`src/pkg/taf_pkg.sv`:
```
// Package: constants, state and bus types of the temperature alarm fault queue
// Notes on behaviour
// Alarm output toggles only after the programmed count of consecutive faults.
// A result is out of tolerance above the high limit or below the low limit.
// Queue depth selects one, two, four or six; one after reset.
// In-tolerance result while alarm is inactive clears the fault count.
// Count clears at reset, in shutdown and on limit or configuration writes.
// Every count clear also deasserts the alarm at once.
// Comparator mode asserts when consecutive high faults reach the depth.
// Comparator mode deasserts when consecutive low results reach the depth.
// Interrupt mode watches for a high fault after any count clear.
// Interrupt mode alternates watched fault type after each properly cleared fault.
// Interrupt alarm holds until any register read, then watches opposite type.
// Interrupt mode high and low faults both need the full queue depth.
// Shutdown stops conversions and forces the result register to 8000h.
// After shutdown the result reads 8000h until the first new conversion.
// Fault count is held in reset for the whole shutdown time.
// Polarity bit zero gives active-low output, one gives active-high.
// Mode bit zero selects comparator, one selects latched interrupt mode.
// Shutdown bit zero is normal operation, one is shutdown.
// A new result is taken and evaluated every 133 ms outside shutdown.
// Results and limits compare as signed values at limit resolution.
package taf_pkg;

    // Register byte offsets
    localparam logic [7:0] OFS_TEMP = 8'h00;
    localparam logic [7:0] OFS_CFG = 8'h04;
    localparam logic [7:0] OFS_LOW = 8'h08;
    localparam logic [7:0] OFS_HIGH = 8'h0c;

    // Configuration field positions
    localparam int CFG_SHDN = 0;
    localparam int CFG_MODE = 1;
    localparam int CFG_POL = 2;
    localparam int CFG_DEPTH_LO = 3;
    localparam int CFG_W = 5;

    // Reset values
    localparam logic [15:0] TEMP_RST = 16'h8000;
    localparam logic [15:0] HIGH_RST = 16'h5000;
    localparam logic [15:0] LOW_RST = 16'h4b00;
    localparam logic [4:0] CFG_RST = 5'h00;

    // Limits keep only their top bits
    localparam int LIM_BITS = 9;
    localparam int LIM_LSB = 16 - LIM_BITS;

    // Conversion period
    localparam int CONV_TIME_MS = 133;
    localparam int CLK_MHZ = 125;
    localparam int CONV_CYCLES = CONV_TIME_MS * CLK_MHZ * 1000;
    localparam int TMR_W = 24;

    // APB request from the master
    typedef struct packed {
        logic psel;
        logic penable;
        logic pwrite;
        logic [7:0] paddr;
        logic [31:0] pwdata;
    } taf_apb_req_t;

    // Whole block state
    typedef struct packed {
        logic [15:0] temp;
        logic [15:0] high;
        logic [15:0] low;
        logic [CFG_W-1:0] cfg;
        logic [TMR_W-1:0] tmr;
        logic [2:0] cnt;
        logic alarm;
        logic look_low;
        logic out;
        logic [31:0] prdata;
    } taf_state_t;

endpackage

```
`src/hw/taf_alarm_queue.sv`:
```
// Module: APB register file, conversion timer and alarm fault queue
`timescale 1ns/1ps
module taf_alarm_queue #(
    parameter int CONV_CYCLES = taf_pkg::CONV_CYCLES, // Cycles per conversion
    parameter int TEMP_BITS = 12 // Valid result bits, from the top
) (
    input wire logic pclk, // 125 MHz clock
    input wire logic presetn, // Async reset, active low
    input wire logic ce, // Clock enable, freezes all state when low
    input wire taf_pkg::taf_apb_req_t apb_req, // APB request group
    output logic [31:0] prdata, // APB read data
    output logic pready, // APB ready
    output logic pslverr, // APB error on unmapped address
    input wire logic [15:0] adc_data, // Converter result, left aligned
    output logic adc_enable, // Converter powered
    output logic temp_alarm_out // Alarm pin level
);

    ////////////////////////////////////////////////////////////////////////////
    // Helpers

    // Fault queue depth from the two depth bits
    function automatic logic [2:0] depth_of(input logic [1:0] code);
        case (code)
            2'd0: depth_of = 3'd1;
            2'd1: depth_of = 3'd2;
            2'd2: depth_of = 3'd4;
            default: depth_of = 3'd6;
        endcase
    endfunction

    // Address is one of the four words
    function automatic logic addr_hit(input logic [7:0] a);
        addr_hit = (a == taf_pkg::OFS_TEMP) || (a == taf_pkg::OFS_CFG)
            || (a == taf_pkg::OFS_LOW) || (a == taf_pkg::OFS_HIGH);
    endfunction

    // Top bits at limit resolution, signed
    function automatic logic signed [taf_pkg::LIM_BITS-1:0] lim(input logic [15:0] v);
        lim = v[15:taf_pkg::LIM_LSB];
    endfunction

    localparam logic [15:0] TEMP_MASK = 16'hffff << (16 - TEMP_BITS);
    localparam logic [15:0] LIM_MASK = 16'hffff << taf_pkg::LIM_LSB;

    taf_pkg::taf_state_t st_r;
    taf_pkg::taf_state_t st_nxt;
    logic rd_acc;
    logic wr_acc;
    logic setup;
    logic wr_clr;
    logic conv_go;
    logic hi_flt;
    logic lo_flt;
    logic qual;
    logic [2:0] depth;

    // Bus phase decode
    assign setup = apb_req.psel && !apb_req.penable;
    assign rd_acc = apb_req.psel && apb_req.penable && !apb_req.pwrite;
    assign wr_acc = apb_req.psel && apb_req.penable && apb_req.pwrite;

    ////////////////////////////////////////////////////////////////////////////
    // Next state

    // All decisions are made in one pass so a read clear and a conversion
    // in the same cycle are both honoured, in that order.
    always_comb begin
        st_nxt = st_r;
        wr_clr = 1'b0;
        conv_go = 1'b0;
        hi_flt = 1'b0;
        lo_flt = 1'b0;
        qual = 1'b0;
        depth = 3'd1;
        if (ce) begin
            // Read data registered in setup so it stands the whole access
            if (setup) begin
                case (apb_req.paddr)
                    taf_pkg::OFS_TEMP: st_nxt.prdata = {16'h0000, st_r.temp};
                    taf_pkg::OFS_CFG: st_nxt.prdata = {27'h0, st_r.cfg};
                    taf_pkg::OFS_LOW: st_nxt.prdata = {16'h0000, st_r.low};
                    taf_pkg::OFS_HIGH: st_nxt.prdata = {16'h0000, st_r.high};
                    default: st_nxt.prdata = 32'h0;
                endcase
            end
            // Writes; the result register is read only
            if (wr_acc) begin
                case (apb_req.paddr)
                    taf_pkg::OFS_CFG: begin
                        st_nxt.cfg = apb_req.pwdata[taf_pkg::CFG_W-1:0];
                        wr_clr = 1'b1;
                    end
                    taf_pkg::OFS_LOW: begin
                        st_nxt.low = apb_req.pwdata[15:0] & LIM_MASK;
                        wr_clr = 1'b1;
                    end
                    taf_pkg::OFS_HIGH: begin
                        st_nxt.high = apb_req.pwdata[15:0] & LIM_MASK;
                        wr_clr = 1'b1;
                    end
                    default: wr_clr = 1'b0;
                endcase
            end
            depth = depth_of(st_nxt.cfg[taf_pkg::CFG_DEPTH_LO +: 2]);
            // Conversion timer; restarts from zero on leaving shutdown
            if (st_nxt.cfg[taf_pkg::CFG_SHDN]) begin
                st_nxt.tmr = '0;
                st_nxt.temp = taf_pkg::TEMP_RST;
            end else if (st_r.tmr == taf_pkg::TMR_W'(CONV_CYCLES - 1)) begin
                st_nxt.tmr = '0;
                conv_go = 1'b1;
                st_nxt.temp = adc_data & TEMP_MASK;
            end else begin
                st_nxt.tmr = st_r.tmr + 1'b1;
            end
            // Compare the fresh result at limit resolution
            hi_flt = lim(st_nxt.temp) > lim(st_nxt.high);
            lo_flt = lim(st_nxt.temp) < lim(st_nxt.low);
            if (wr_clr || st_nxt.cfg[taf_pkg::CFG_SHDN]) begin
                // Clearing the queue also drops the alarm and rearms high
                st_nxt.cnt = 3'd0;
                st_nxt.alarm = 1'b0;
                st_nxt.look_low = 1'b0;
            end else begin
                // Any register read releases a latched alarm
                if (rd_acc && st_r.alarm && st_r.cfg[taf_pkg::CFG_MODE]) begin
                    st_nxt.alarm = 1'b0;
                    st_nxt.look_low = !st_r.look_low;
                    st_nxt.cnt = 3'd0;
                end
                if (conv_go && !(st_nxt.alarm && st_nxt.cfg[taf_pkg::CFG_MODE])) begin
                    if (st_nxt.cfg[taf_pkg::CFG_MODE]) begin
                        qual = st_nxt.look_low ? lo_flt : hi_flt;
                    end else begin
                        qual = st_nxt.alarm ? lo_flt : hi_flt;
                    end
                    if (!qual) begin
                        st_nxt.cnt = 3'd0;
                    end else if (st_nxt.cnt + 3'd1 >= depth) begin
                        st_nxt.alarm = !st_nxt.alarm;
                        st_nxt.cnt = 3'd0;
                    end else begin
                        st_nxt.cnt = st_nxt.cnt + 3'd1;
                    end
                end
            end
            // Pin level follows the alarm in the same cycle
            st_nxt.out = st_nxt.cfg[taf_pkg::CFG_POL] ? st_nxt.alarm : !st_nxt.alarm;
        end
    end

    ////////////////////////////////////////////////////////////////////////////
    // State register

    // Reset puts the limits at their defaults and the pin inactive-low-high
    always_ff @(posedge pclk or negedge presetn) begin
        if (!presetn) begin
            st_r.temp <= taf_pkg::TEMP_RST;
            st_r.high <= taf_pkg::HIGH_RST;
            st_r.low <= taf_pkg::LOW_RST;
            st_r.cfg <= taf_pkg::CFG_RST;
            st_r.tmr <= '0;
            st_r.cnt <= 3'd0;
            st_r.alarm <= 1'b0;
            st_r.look_low <= 1'b0;
            st_r.out <= 1'b1;
            st_r.prdata <= 32'h0;
        end else begin
            st_r <= st_nxt;
        end
    end

    ////////////////////////////////////////////////////////////////////////////
    // Outputs

    // Zero wait state slave; bad addresses answer with an error
    assign pready = 1'b1;
    assign pslverr = apb_req.psel && apb_req.penable && !addr_hit(apb_req.paddr);
    assign prdata = st_r.prdata;
    assign adc_enable = !st_r.cfg[taf_pkg::CFG_SHDN];
    assign temp_alarm_out = st_r.out;
endmodule // taf_alarm_queue

```
`config.mk`:
```
export PLATFORM = sky130hd
export DESIGN_NAME = taf_alarm_queue
export DESIGN_NICKNAME = d
export VERILOG_FILES = /design/src/pkg/taf_pkg.sv /design/src/hw/taf_alarm_queue.sv
export SDC_FILE = /design/constraint.sdc
export NUM_CORES = 1
export LEC_CHECK = 0
export BUFFER_PORTS_ARGS = -buffer_cell sky130_fd_sc_hd__clkbuf_2
export CELL_PAD_IN_SITES_DETAIL_PLACEMENT = 0
export CELL_PAD_IN_SITES_GLOBAL_PLACEMENT = 1
export CORE_AREA = 10 10 125 127
export CTS_BUF_LIST = sky130_fd_sc_hd__clkbuf_8
export DETAILED_ROUTE_END_ITERATION = 10
export DIE_AREA = 0 0 135 137
export GPL_TIMING_DRIVEN = 0
export PLACE_DENSITY = 0.77
export SETUP_SLACK_MARGIN = 0.02
export SYNTH_ARGS = -nofsm -noshare
export SYNTH_HDL_FRONTEND = slang
export SYNTH_SLANG_ARGS = --single-unit
export TNS_END_PERCENT = 1
```
`constraint.sdc`:
```
create_clock -name pclk -period 3.45 [get_ports pclk]
set_input_delay 0.1725 -clock pclk [delete_from_list [all_inputs] [get_ports pclk]]
set_output_delay 0.1725 -clock pclk [all_outputs]
set_load 0.02 [all_outputs]
```
==> metrics.md, run 1 <==
| Metric | Value |
|---|---|
| Internal Power | 1.57 mW |
| Final Hold Fails | 0 |
| Largest net degree at the start of global routing | 49 |
| Core ar. | 0.0131 mm² |
| CTS tree | built |
| ANT cells | 0 |
| Most common cell in the netlist | nand2_1 |
| Slew Viols, Final | 0 |
| Startpoint types | register |
| Register area share after synthesis | 0.396 |
| Worst-path clk slew | 90 ps |
| NetSw | 0.684 mW |
| Worst vdd ir | 0.191 mV |
| Sequential power share | 0.460 |
| Gr ovfl total | 0 |
| Initial DRC count | 351 |
| Die area | 0.0185 mm² |
| Max_slew headroom | 0.416 |
| Chip Height | 137 µm |
| Clock root buffer master | clkbuf_8 |
| First-pass GRT wire length | 23400 µm |
| WP data required | 3680 ps |
| Main synth FF type | dfrtp_1 |
| Share of post-route cells with drive strength above 1 | 0.288 |
| Antenna violations before repair | 0 |
| Seq cells post-synth | 81 |
| Final WS setup | -10.5 ps |
| # rows | 42 |
| Hold_ws | 42.7 ps |
| Slew @ Worst Pin | 852 ps |
| Hold Crit Class | primary input to register |
| Final Cycle Share | 1.00 |
| I/O Pins | 98 |
| Gate power share | 0.198 |
| Via Count | 4447 |
| Cell variety after synth | 63 |
| # setup viols final | 2 |
| WL/cell | 17.6 µm |
| CP startpoint | st_r[50] |
| Register-to-register setup slack | -10 ps |
| Crit Path Class | register to register |
| Cell Pwr Density | 364 mW/mm² |
| Final antenna-violating net count | 0 |
| Cell taking the most area after synthesis | dfrtp_1 |
| Vias per cell | 5.30 |
| Cells after Synth | 558 |
| Critical Path End Type | register |
| Warnings from Yosys | 0 |
| DRC | 0 |
| Post-synthesis cell area | 0.00515 mm² |
| Clk_skew | 10.6 ps |
| GRT Total Usage | 0.160 |
| R2r endpoint | st_r[35] |
| Total wire length | 14700 µm |
| Number of global-route vias before repair | 4399 |
| Crit path capture | st_r[35] |
| Worst reg-to-reg path cell count | 16 |
| Failing checks | setup timing |
| Outcome | finished with violations |
| CTS H-tree lvls | 3 |
| Syn Area/Cell | 9.23 µm² |
| Unrepaired setup endpoints after global routing | true |
| Worst R2R Start | st_r[50] |
| Synth-to-Final Area Change | 20.6% |
| CTS Buffer Depth | 2 |
| Placed inst area | 0.00575 mm² |
| WP data arrival | 3700 ps |
| Design area | 0.00621 mm² |
| Post-route minimum period | 3460 ps |
| Sw Share | 0.303 |
| Top cells by count, synth | nand2_1 (79), dfrtp_1 (73), o21ai_0 (47) |
| I/O Buffers | 57 |
| Lkg Pwr | 3.02 nW |
| F_max | 0.289 GHz |
| Clock share of power | 0.343 |
| Share of flip-flops with an asynchronous set or reset | 1.00 |
| Max-cap violations | 0 |
| First-pass iteration count of the detailed router | 7 |
| EDFF count, synth | 0 |
| GP Congestion | 0.858 |
| Final Net Count | 740 |
| CTS sink cnt | 81 |
| Top post-synthesis cells by area | dfrtp_1 (35%), nand2_1 (5.8%), mux2i_1 (5.2%), ha_1 (4.9%), buf_4 (4.8%) |
| Initial Util | 0.394 |
| Synth top area share | 0.355 |
| CP Max Fanout | 5 |
| Clk Latency, worst-skew pair | 380 ps |
| Clock buffer count from CTS | 9 |
| Filler cell count | 1254 |
| HPWL after detailed placement | 10500 µm |
| Die Wd | 135 µm |
==> flip-flops by register name, summed over array words and instances, names as in the netlist <==
register	flops
prdata	16
temp_alarm_out	1
st_r	64
==> stage by stage <==
step           setup WS (ps)  power, mW   util  setup TNS (ps)  std cells
6_report               -10.5       2.26  0.474           -19.5        839
5_1_grt                 -226       2.36  0.474            -872        839
4_1_cts                 42.3       2.26  0.473               0        839
3_5_place_dp            -682       1.47  0.440           -3020        807
3_3_place_gp            -675       1.46  0.437           -2950        806
2_1_floorplan           24.4       1.32      -               0        573
==> metal layers <==
| layer | GRT usage | part of all wire |
|---|---|---|
| met3 | 0.0400 | 0.075 |
| met4 | 0.0544 | 0.015 |
| met5 | 0 | 0 |
| met2 | 0.254 | 0.46 |
| met1 | 0.207 | 0.45 |
==> kinds of logic (layout without fill, tap and decap cells) <==
kind of cell	after synthesis	after routing	share of synthesized area
AND/OR/NAND/NOR	201	201	0.198
AO/OA/AOI/OAI	129	129	0.160
flip-flops	81	81	0.396
buffers and inverters	66	156	0.0763
multiplexers	51	51	0.106
adder cells (fa/ha/maj)	20	20	0.0486
XOR/XNOR	8	8	0.0136
other	2	17	0.00146
==> how the worst min path moves through the flow <==
stage,cells past startpoint,slack [ps],end,start
finish,2,40,st_r[64],apb_req[2]
global route,2,50,st_r[64],apb_req[2]
CTS,2,30,st_r[64],apb_req[2]
detailed placement,1,210,st_r[80],presetn
global placement,2,420,st_r[64],apb_req[2]
floorplan,0,-120,prdata[0],presetn
==> cells in the final DEF, fill, tap and decap left out, types with 9 or more instances in the layout <==
master and count:
a21oi_1 27, a22oi_1 11, nor2_1 34, clkbuf_2 56, inv_1 12, dfrtp_1 69, clkbuf_8 9, buf_4 47
nand2_1 78, nand3_1 21, conb_1 17, mux2_2 22, clkbuf_1 14, ha_1 18, and3_1 13, mux2i_1 26
a22o_1 11, o21ai_0 47
==> power by group through the flow <==
stage	clock (mW)	combinational, mW	sequential [mW]
floorplan	0	0.277	1.05
global placement	0	0.406	1.05
detailed placement	0	0.417	1.06
CTS	0.777	0.442	1.04
global route	0.824	0.490	1.04
finish	0.773	0.446	1.04
==> area by class of cell <==
class | count | area (µm²) | share of cell area
buffer | 57 | 369 | 0.0595
clock inverter | 7 | 81.3 | 0.0131
timing repair buffer | 74 | 435 | 0.0701
tap | 176 | 220 | 0.0355
sequential | 81 | 2040 | 0.329
inverter | 9 | 33.8 | 0.00544
clock buffer | 9 | 124 | 0.0200
multi-input combinational | 426 | 2900 | 0.468
==> critical path, stage by stage, from the launching register on <==
cell and delay (ps):
dfrtp_2 440, nor4bb_4 320, and3_4 230, and2_4 160
buf_8 140, nand2_1 70, a21oi_2 190, ha_1 270
a21o_1 190, a21o_1 170, a21o_1 170, a21oi_1 150
o41ai_1 110, a31oi_2 290, o2bb2ai_2 140, a32oi_1 190
a21oi_1 60
==> timing repair <==
| action | in CTS | in global routing |
|---|---|---|
| endpoints found under the setup margin | 5 | 5 |
| buffers inserted | 14 | 0 |
| hold buffers | 1 | 0 |
| endpoints found under the hold margin | 30 | 0 |
| resized for setup | 21 | 5 |
| pin swaps | 15 | 0 |
| gates cloned | 1 | 0 |
Note: power is estimated with default switching activity, not from simulation.
==> inputs of run 2 (changes only) <==
--- a/config.mk
+++ b/config.mk
@@ -8,10 +8,10 @@
 export BUFFER_PORTS_ARGS = -buffer_cell sky130_fd_sc_hd__clkbuf_2
 export CELL_PAD_IN_SITES_DETAIL_PLACEMENT = 0
 export CELL_PAD_IN_SITES_GLOBAL_PLACEMENT = 1
-export CORE_AREA = 10 10 125 127
+export CORE_AREA = 10 10 172 94
 export CTS_BUF_LIST = sky130_fd_sc_hd__clkbuf_8
 export DETAILED_ROUTE_END_ITERATION = 10
-export DIE_AREA = 0 0 135 137
+export DIE_AREA = 0 0 182 104
 export GPL_TIMING_DRIVEN = 0
 export PLACE_DENSITY = 0.77
 export SETUP_SLACK_MARGIN = 0.02
==> run 2 against run 1 <==
Compared with the run above:
- combinational power is 2% higher
- highest routed layer unchanged
- clock skew increased by 2.6 ps
- largest cell class unchanged
- the flow still finishes with violations (setup timing)
- sequential cell count did not move
- worst setup slack got worse by 84 ps
- worst hold slack got worse by 10 ps
- via count increased by 4.4%
==> metrics.md, run 2 (synthesized netlist as in run 1, its figures left out) <==
| Metric | Value |
|---|---|
| WP data arrival | 3770 ps (+70 ps) |
| WP data required | 3670 ps (about the same) |
| Final WS setup | -94.1 ps (-83.7 ps) |
| # setup viols final | 4 (+2) |
| First-pass iteration count of the detailed router | 5 (-2) |
| Initial DRC count | 461 (+31%) |
| Clock root buffer master | clkbuf_8 |
| Worst hold endpoint | st_r[104] |
| CP cell instances | ha_4 > nand4_1 > nor3_2 > and2_4 > buf_8 > nand2_1 > a21oi_2 > ha_1 > a21o_1 > a21o_1 > a21o_1 > a21oi_1 > o41ai_1 > a31oi_2 > o2bb2ai_2 > a32oi_1 > a21oi_1 |
| Worst stage delay on the critical path | 420 ps (-20 ps) |
| Share of post-route cells with drive strength above 1 | 0.291 (+0.00258) |
| Cell Pwr Density | 366 mW/mm² (+0.60%) |
| Hold_ws | 32.6 ps (-10.1 ps) |
| Final antenna-violating net count | 0 (unchanged) |
| Total wire length | 16000 µm (+8.3%) |
| Number of global-route vias before repair | 4611 (+4.8%) |
| GR Util met1 | 0.247 (+0.0396) |
| Global routing's busiest layer | met1 |
| CTS sink cnt | 81 (unchanged) |
| CTS H-tree lvls | 3 (unchanged) |
| GP Congestion | 0.888 (+3.4%) |
| Post-route minimum period | 3540 ps (+83.7 ps) |
| Largest net degree at the start of global routing | 57 (+16%) |
| Max-cap violations | 0 (unchanged) |
| Slew Viols, Final | 0 (unchanged) |
| Outcome | finished with violations |
| Initial Util | 0.391 (-0.00269) |
| Failing checks | setup timing |
| Worst-path clk slew | 90 ps (about the same) |
| Met3 usage | 0.0330 (-0.00696) |
| Worst reg-to-reg path cell count | 17 (+1) |
| WL/cell | 19.0 µm (+8.2%) |
| Final Total Pwr | 2.29 mW (+1.3%) |
| Synth-to-Final Area Change | 21.4% |
| Critical Path End Type | register |
| Buf/Inv on CP | 1 (unchanged) |
| First-pass GRT wire length | 25300 µm (+8.2%) |
| Gr ovfl total | 0 (unchanged) |
| Via Count | 4643 (+4.4%) |
| Most used cell, CP | a21o_1 |
| Worst R2R Start | st_r[38] |
| I/O Buffers | 57 (unchanged) |
| Startpoint types | register |
| Final Cycle Share | 1.03 (+0.0243) |
| DRC | 0 (unchanged) |
| Clk Latency, worst-skew pair | 370 ps (about the same) |
| Vias per cell | 5.53 (+4.3%) |
| Register-to-register setup slack | -90 ps (-80 ps) |
| Commonest non-fill, non-tap cell in the layout | nand2_1 |
| Max FFs per register | 64 (unchanged) |
| Filler cell count | 1256 (+0.16%) |
| Max_slew headroom | 0.430 (+0.0148) |
| Most frequent cells in the layout | nand2_1 (77), dfrtp_1 (70), clkbuf_2 (56) |
| Slew @ Worst Pin | 830 ps (-21.6 ps) |
| Clock buffer count from CTS | 9 (unchanged) |
| R2r endpoint | st_r[35] |
| GRT Total Usage | 0.165 (+0.00493) |
| Lkg Pwr | 3.02 nW (about the same) |
| Chip Height | 104 µm (-24%) |
| Crit Path Class | register to register |
| Unrepaired setup endpoints after global routing | true |
| Die area | 0.0189 mm² (+2.3%) |
| ANT cells | 0 (unchanged) |
| # rows | 30 (-29%) |
| CP max-delay cell | dfrtp_1 |
| CP delay by family, top | compound AO/OA/AOI/OAI gates |
| Biggest register | st_r |
| Worst vdd ir | 0.175 mV (-8.6%) |
| CP Max Fanout | 5 (unchanged) |
| M2 GR Usage | 0.231 (-0.0221) |
| Clk_skew | 13.2 ps (+2.63 ps) |
| Core ar. | 0.0132 mm² (+0.69%) |
| Final Net Count | 741 (+0.14%) |
| F_max | 0.282 GHz (-2.4%) |
| Die Wd | 182 µm (+35%) |
| Final Hold Fails | 0 (unchanged) |
| Hold wc startpoint | adc_data[5] |
| I/O Pins | 98 (unchanged) |
| CTS Buffer Depth | 2 (unchanged) |
| HPWL after detailed placement | 11600 µm (+11%) |
| CTS tree | built |
| Antenna violations before repair | 0 (unchanged) |
| Hold path depth | 3 (+1) |
| Hold Crit Class | primary input to register |
==> run 2: changes by cell type in the layout (fill, tap and decap cells not counted), sizes merged <==
cell,before,now
clkinvlp,0,3
clkinv,2,0
buf,59,60
inv,12,11
==> run 2: area by class of cell <==
cell class	count	area (µm²)	area share
multi-input cells	426	2930	0.469
flip-flops and latches	81	2040	0.326
repair buffers	75	443	0.0709
plain buffers	57	369	0.0590
well taps	176	220	0.0352
clock buffers	9	124	0.0198
clock inverters	7	90.1	0.0144
inverters	9	33.8	0.00540
==> run 2: worst max path at each step <==
stage	slack, ps	end	cells after the start	start
after floorplan	20	st_r[34]	16	st_r[38]
after global placement	-680	st_r[34]	16	st_r[38]
after detailed placement	-760	st_r[34]	16	st_r[38]
after CTS	20	st_r[34]	16	st_r[50]
after global routing	-330	st_r[35]	17	st_r[38]
final	-90	st_r[35]	17	st_r[38]
==> run 2: metal layers <==
layer | wire (µm) | share of wire
met1 | 8180 | 0.51
met2 | 6610 | 0.41
met3 | 1060 | 0.067
met4 | 123 | 0.0077
met5 | 0 | 0
==> run 2: worst min-delay path: cells and delay by family <==
family,cells,cell delay (ps)
buffers and inverters,2,120
AO/OA/AOI/OAI,1,80
==> run 2: through the flow <==
stage               TNS [ps]  setup WS (ps)  utilization  cell area [µm²]  instances
finish                  -226          -94.1        0.474             6250        840
global route           -1210           -327        0.474             6250        840
CTS                        0           17.1        0.470             6190        838
detailed placement     -3210           -763        0.437             5750        807
global placement       -2740           -680        0.434             5720        806
floorplan                  0           24.4            -             5220        573
==> run 2: power breakdown <==
part           total [mW]  switching [mW]  internal, mW
Clock               0.790           0.388         0.403
Sequential           1.04          0.0401          1.00
Combinational       0.454           0.279         0.175
Total                2.29           0.706          1.58
==> run 2: repair_timing <==
item	CTS	global route
endpoints found under the hold margin	24	0
cloned	1	0
resized for setup	23	7
hold buffers	1	0
setup endpoints to repair	5	5
pin swaps	14	6
setup buffers	13	2
==> inputs of run 3 (changes only) <==
--- a/config.mk
+++ b/config.mk
@@ -8,12 +8,12 @@
 export BUFFER_PORTS_ARGS = -buffer_cell sky130_fd_sc_hd__clkbuf_2
 export CELL_PAD_IN_SITES_DETAIL_PLACEMENT = 0
 export CELL_PAD_IN_SITES_GLOBAL_PLACEMENT = 1
-export CORE_AREA = 10 10 172 94
+export CORE_AREA = 2 2 152 80
 export CTS_BUF_LIST = sky130_fd_sc_hd__clkbuf_8
 export DETAILED_ROUTE_END_ITERATION = 10
-export DIE_AREA = 0 0 182 104
+export DIE_AREA = 0 0 154 82
 export GPL_TIMING_DRIVEN = 0
-export PLACE_DENSITY = 0.77
+export PLACE_DENSITY = 0.85
 export SETUP_SLACK_MARGIN = 0.02
 export SYNTH_ARGS = -nofsm -noshare
 export SYNTH_HDL_FRONTEND = slang
==> constraint.sdc (replaced) <==
create_clock -name pclk -period 4.5 [get_ports pclk]
set_input_delay 0.225 -clock pclk [delete_from_list [all_inputs] [get_ports pclk]]
set_output_delay 0.225 -clock pclk [all_outputs]
set_load 0.02 [all_outputs]
==> run 3 against run 2 <==
Compared with the run above:
- the flow now finishes without violations
- count of clock-buffer cells in the layout is 2 higher
- power shrank 26%
- worst hold slack improved by 62 ps
- combinational power shrank 28%
- sequential share of layout area is 1.6 points higher
- maximum frequency decreased by 13%
- utilization grew 4.9 points
==> metrics.md, run 3 (synthesized netlist as in run 1, its figures left out) <==
| Metric | Value |
|---|---|
| Gr ovfl total | 0 (unchanged) |
| CTS tree | built |
| Via Count | 4477 (-3.6%) |
| Core ar. | 0.0114 mm² (-14%) |
| Max FFs per register | 64 (unchanged) |
| Hold_ws | 94.5 ps (+61.9 ps) |
| Internal Power | 1.18 mW (-25%) |
| Max-cap violations | 0 (unchanged) |
| NetSw | 0.519 mW (-27%) |
| Startpoint types | register |
| DRC | 0 (unchanged) |
| Max_slew headroom | 0.425 (-0.00536) |
| CP Max Fanout | 10 (+5) |
| Vias per cell | 5.60 (+1.2%) |
| Fin cells | 800 (-4.8%) |
| Antenna violations before repair | 0 (unchanged) |
| Slew @ Worst Pin | 854 ps (+23.9 ps) |
| Hold Crit Class | primary input to register |
| Initial DRC count | 449 (-2.6%) |
| GRT Total Usage | 0.237 (+0.0726) |
| HPWL after detailed placement | 10600 µm (-8.3%) |
| Final antenna-violating net count | 0 (unchanged) |
| Clock buffer count from CTS | 9 (unchanged) |
| ANT cells | 0 (unchanged) |
| CTS H-tree lvls | 3 (unchanged) |
| Clk Latency, worst-skew pair | 370 ps (about the same) |
| F_max | 0.246 GHz (-13%) |
| Gate power share | 0.193 (-0.006) |
| Final Cycle Share | 0.904 (-0.124) |
| Total wire length | 14300 µm (-10%) |
| Core Util, Final | 0.523 (+0.0486) |
| # setup viols final | 0 (-4) |
| CTS Buffer Depth | 2 (unchanged) |
| I/O Buffers | 57 (unchanged) |
| WP data required | 4770 ps (+1100 ps) |
| Unrepaired setup endpoints after global routing | false |
| Slew Viols, Final | 0 (unchanged) |
| Most frequent cells in the layout | nand2_1 (79), dfrtp_1 (73), clkbuf_2 (56) |
| Die Wd | 154 µm (-15%) |
| # rows | 28 (-6.7%) |
| First-pass iteration count of the detailed router | 5 (unchanged) |
| Filler cell count | 1089 (-13%) |
| WP data arrival | 4340 ps (+570 ps) |
| Clock root buffer master | clkbuf_8 |
| Synth-to-Final Area Change | 15.6% |
| Lkg Pwr | 2.91 nW (-3.6%) |
| Commonest non-fill, non-tap cell in the layout | nand2_1 |
| Number of global-route vias before repair | 4201 (-8.9%) |
| Chip Height | 82 µm (-21%) |
| Cell Pwr Density | 285 mW/mm² (-22%) |
| Largest net degree at the start of global routing | 55 (-3.5%) |
| Share of post-route cells with drive strength above 1 | 0.252 (-0.0384) |
| Sw Share | 0.306 (-0.00348) |
| Worst vdd ir | 0.143 mV (-18%) |
| Post-route minimum period | 4070 ps (+523 ps) |
| CTS sink cnt | 81 (unchanged) |
| First-pass GRT wire length | 22500 µm (-11%) |
| Clk_skew | 8.34 ps (-4.86 ps) |
| Crit Path Class | register to register |
| Final Net Count | 727 (-1.9%) |
| Outcome | complete, no violations |
| Sequential power share | 0.470 (+0.014) |
| Clock share of power | 0.337 (-0.009) |
| WL/cell | 17.9 µm (-5.9%) |
| I/O Pins | 98 (unchanged) |
| GP Congestion | 0.921 (+3.8%) |
| Worst-path clk slew | 90 ps (about the same) |
| Final Hold Fails | 0 (unchanged) |
| Biggest register | st_r |
| Initial Util | 0.452 (+0.0614) |
| Critical Path End Type | register |
| Placed Cells | 781 (-3.2%) |
| Die area | 0.0126 mm² (-33%) |
==> run 3: cell types whose count changed in the layout (fill, tap and decap cells not counted), moves of 3 or more <==
cell and change:
buf_4 -13, a21oi_1 +3, dfrtp_1 +3, dfrtp_2 -3
==> run 3: final timing paths <==
path / start / end / slack [ps] / cells after the start
setup / recovery: st_r[38] / st_r[34] / 430 / 17
hold / removal: apb_req[2] / st_r[64] / 90 / 2
setup reg to reg: st_r[38] / st_r[34] / 430 / 17
hold reg to reg: prdata[12] / prdata[12] / 490 / 2
max in group asynchronous: presetn / st_r[114] / 3490 / 3
min in group asynchronous: presetn / st_r[50] / 340 / 2
==> run 3: timing repair <==
| item | CTS | global route |
|---|---|---|
| hold buffers | 1 | 0 |
| buffers inserted | 0 | 2 |
| hold endpoints to repair | 26 | 0 |
| endpoints found under the setup margin | 1 | 5 |
| pin swaps | 0 | 1 |
| gates resized for setup | 1 | 3 |
==> run 3: final cells by class <==
class | count | area (µm²) | area share
multi-input cells | 426 | 2790 | 0.469
clock inverters | 5 | 55.1 | 0.00924
plain buffers | 57 | 359 | 0.0603
flip-flops and latches | 81 | 2040 | 0.342
inverters | 9 | 33.8 | 0.00567
well taps | 150 | 188 | 0.0315
repair buffers | 61 | 340 | 0.0571
clock buffers | 11 | 151 | 0.0254
==> run 3: per-layer routing <==
metal  GRT usage  vias up  routed length (µm)
met3      0.0580       15                1320
met2       0.347      168                5920
li1            -     2134                   -
met5           0        -                   0
met4      0.0551        0                 148
met1       0.352     2160                6930
==> run 3: power groups by stage <==
stage | registers (mW) | logic (mW) | clock network [mW]
finish | 0.798 | 0.328 | 0.573
global placement | 0.808 | 0.305 | 0
CTS | 0.797 | 0.320 | 0.581
detailed placement | 0.810 | 0.317 | 0
floorplan | 0.803 | 0.209 | 0
global route | 0.803 | 0.360 | 0.615
==> run 3: metrics by stage <==
stage | setup TNS (ps) | total power [mW] | setup slack (ps) | area [µm²]
floorplan | 0 | 1.01 | 901 | 5210
global placement | 0 | 1.11 | 104 | 5680
detailed placement | -5.92 | 1.13 | -5.92 | 5710
CTS | 0 | 1.70 | 55.3 | 5930
global route | 0 | 1.78 | 97.9 | 5960
finish | 0 | 1.70 | 433 | 5960
==> run 3: worst max-delay path, stage by stage, from the launching register on <==
cell and delay [ps]:
dfrtp_1 410, ha_1 280, nand4_1 160, nor3_2 260
and2_1 150, buf_2 270, nand2_1 110, a21oi_2 230
ha_1 290, a21o_1 180, a2111oi_2 420, nand2_1 120
a311o_1 350, o211ai_1 90, buf_4 150, o2bb2ai_2 180
nand4_1 160, o311ai_1 130
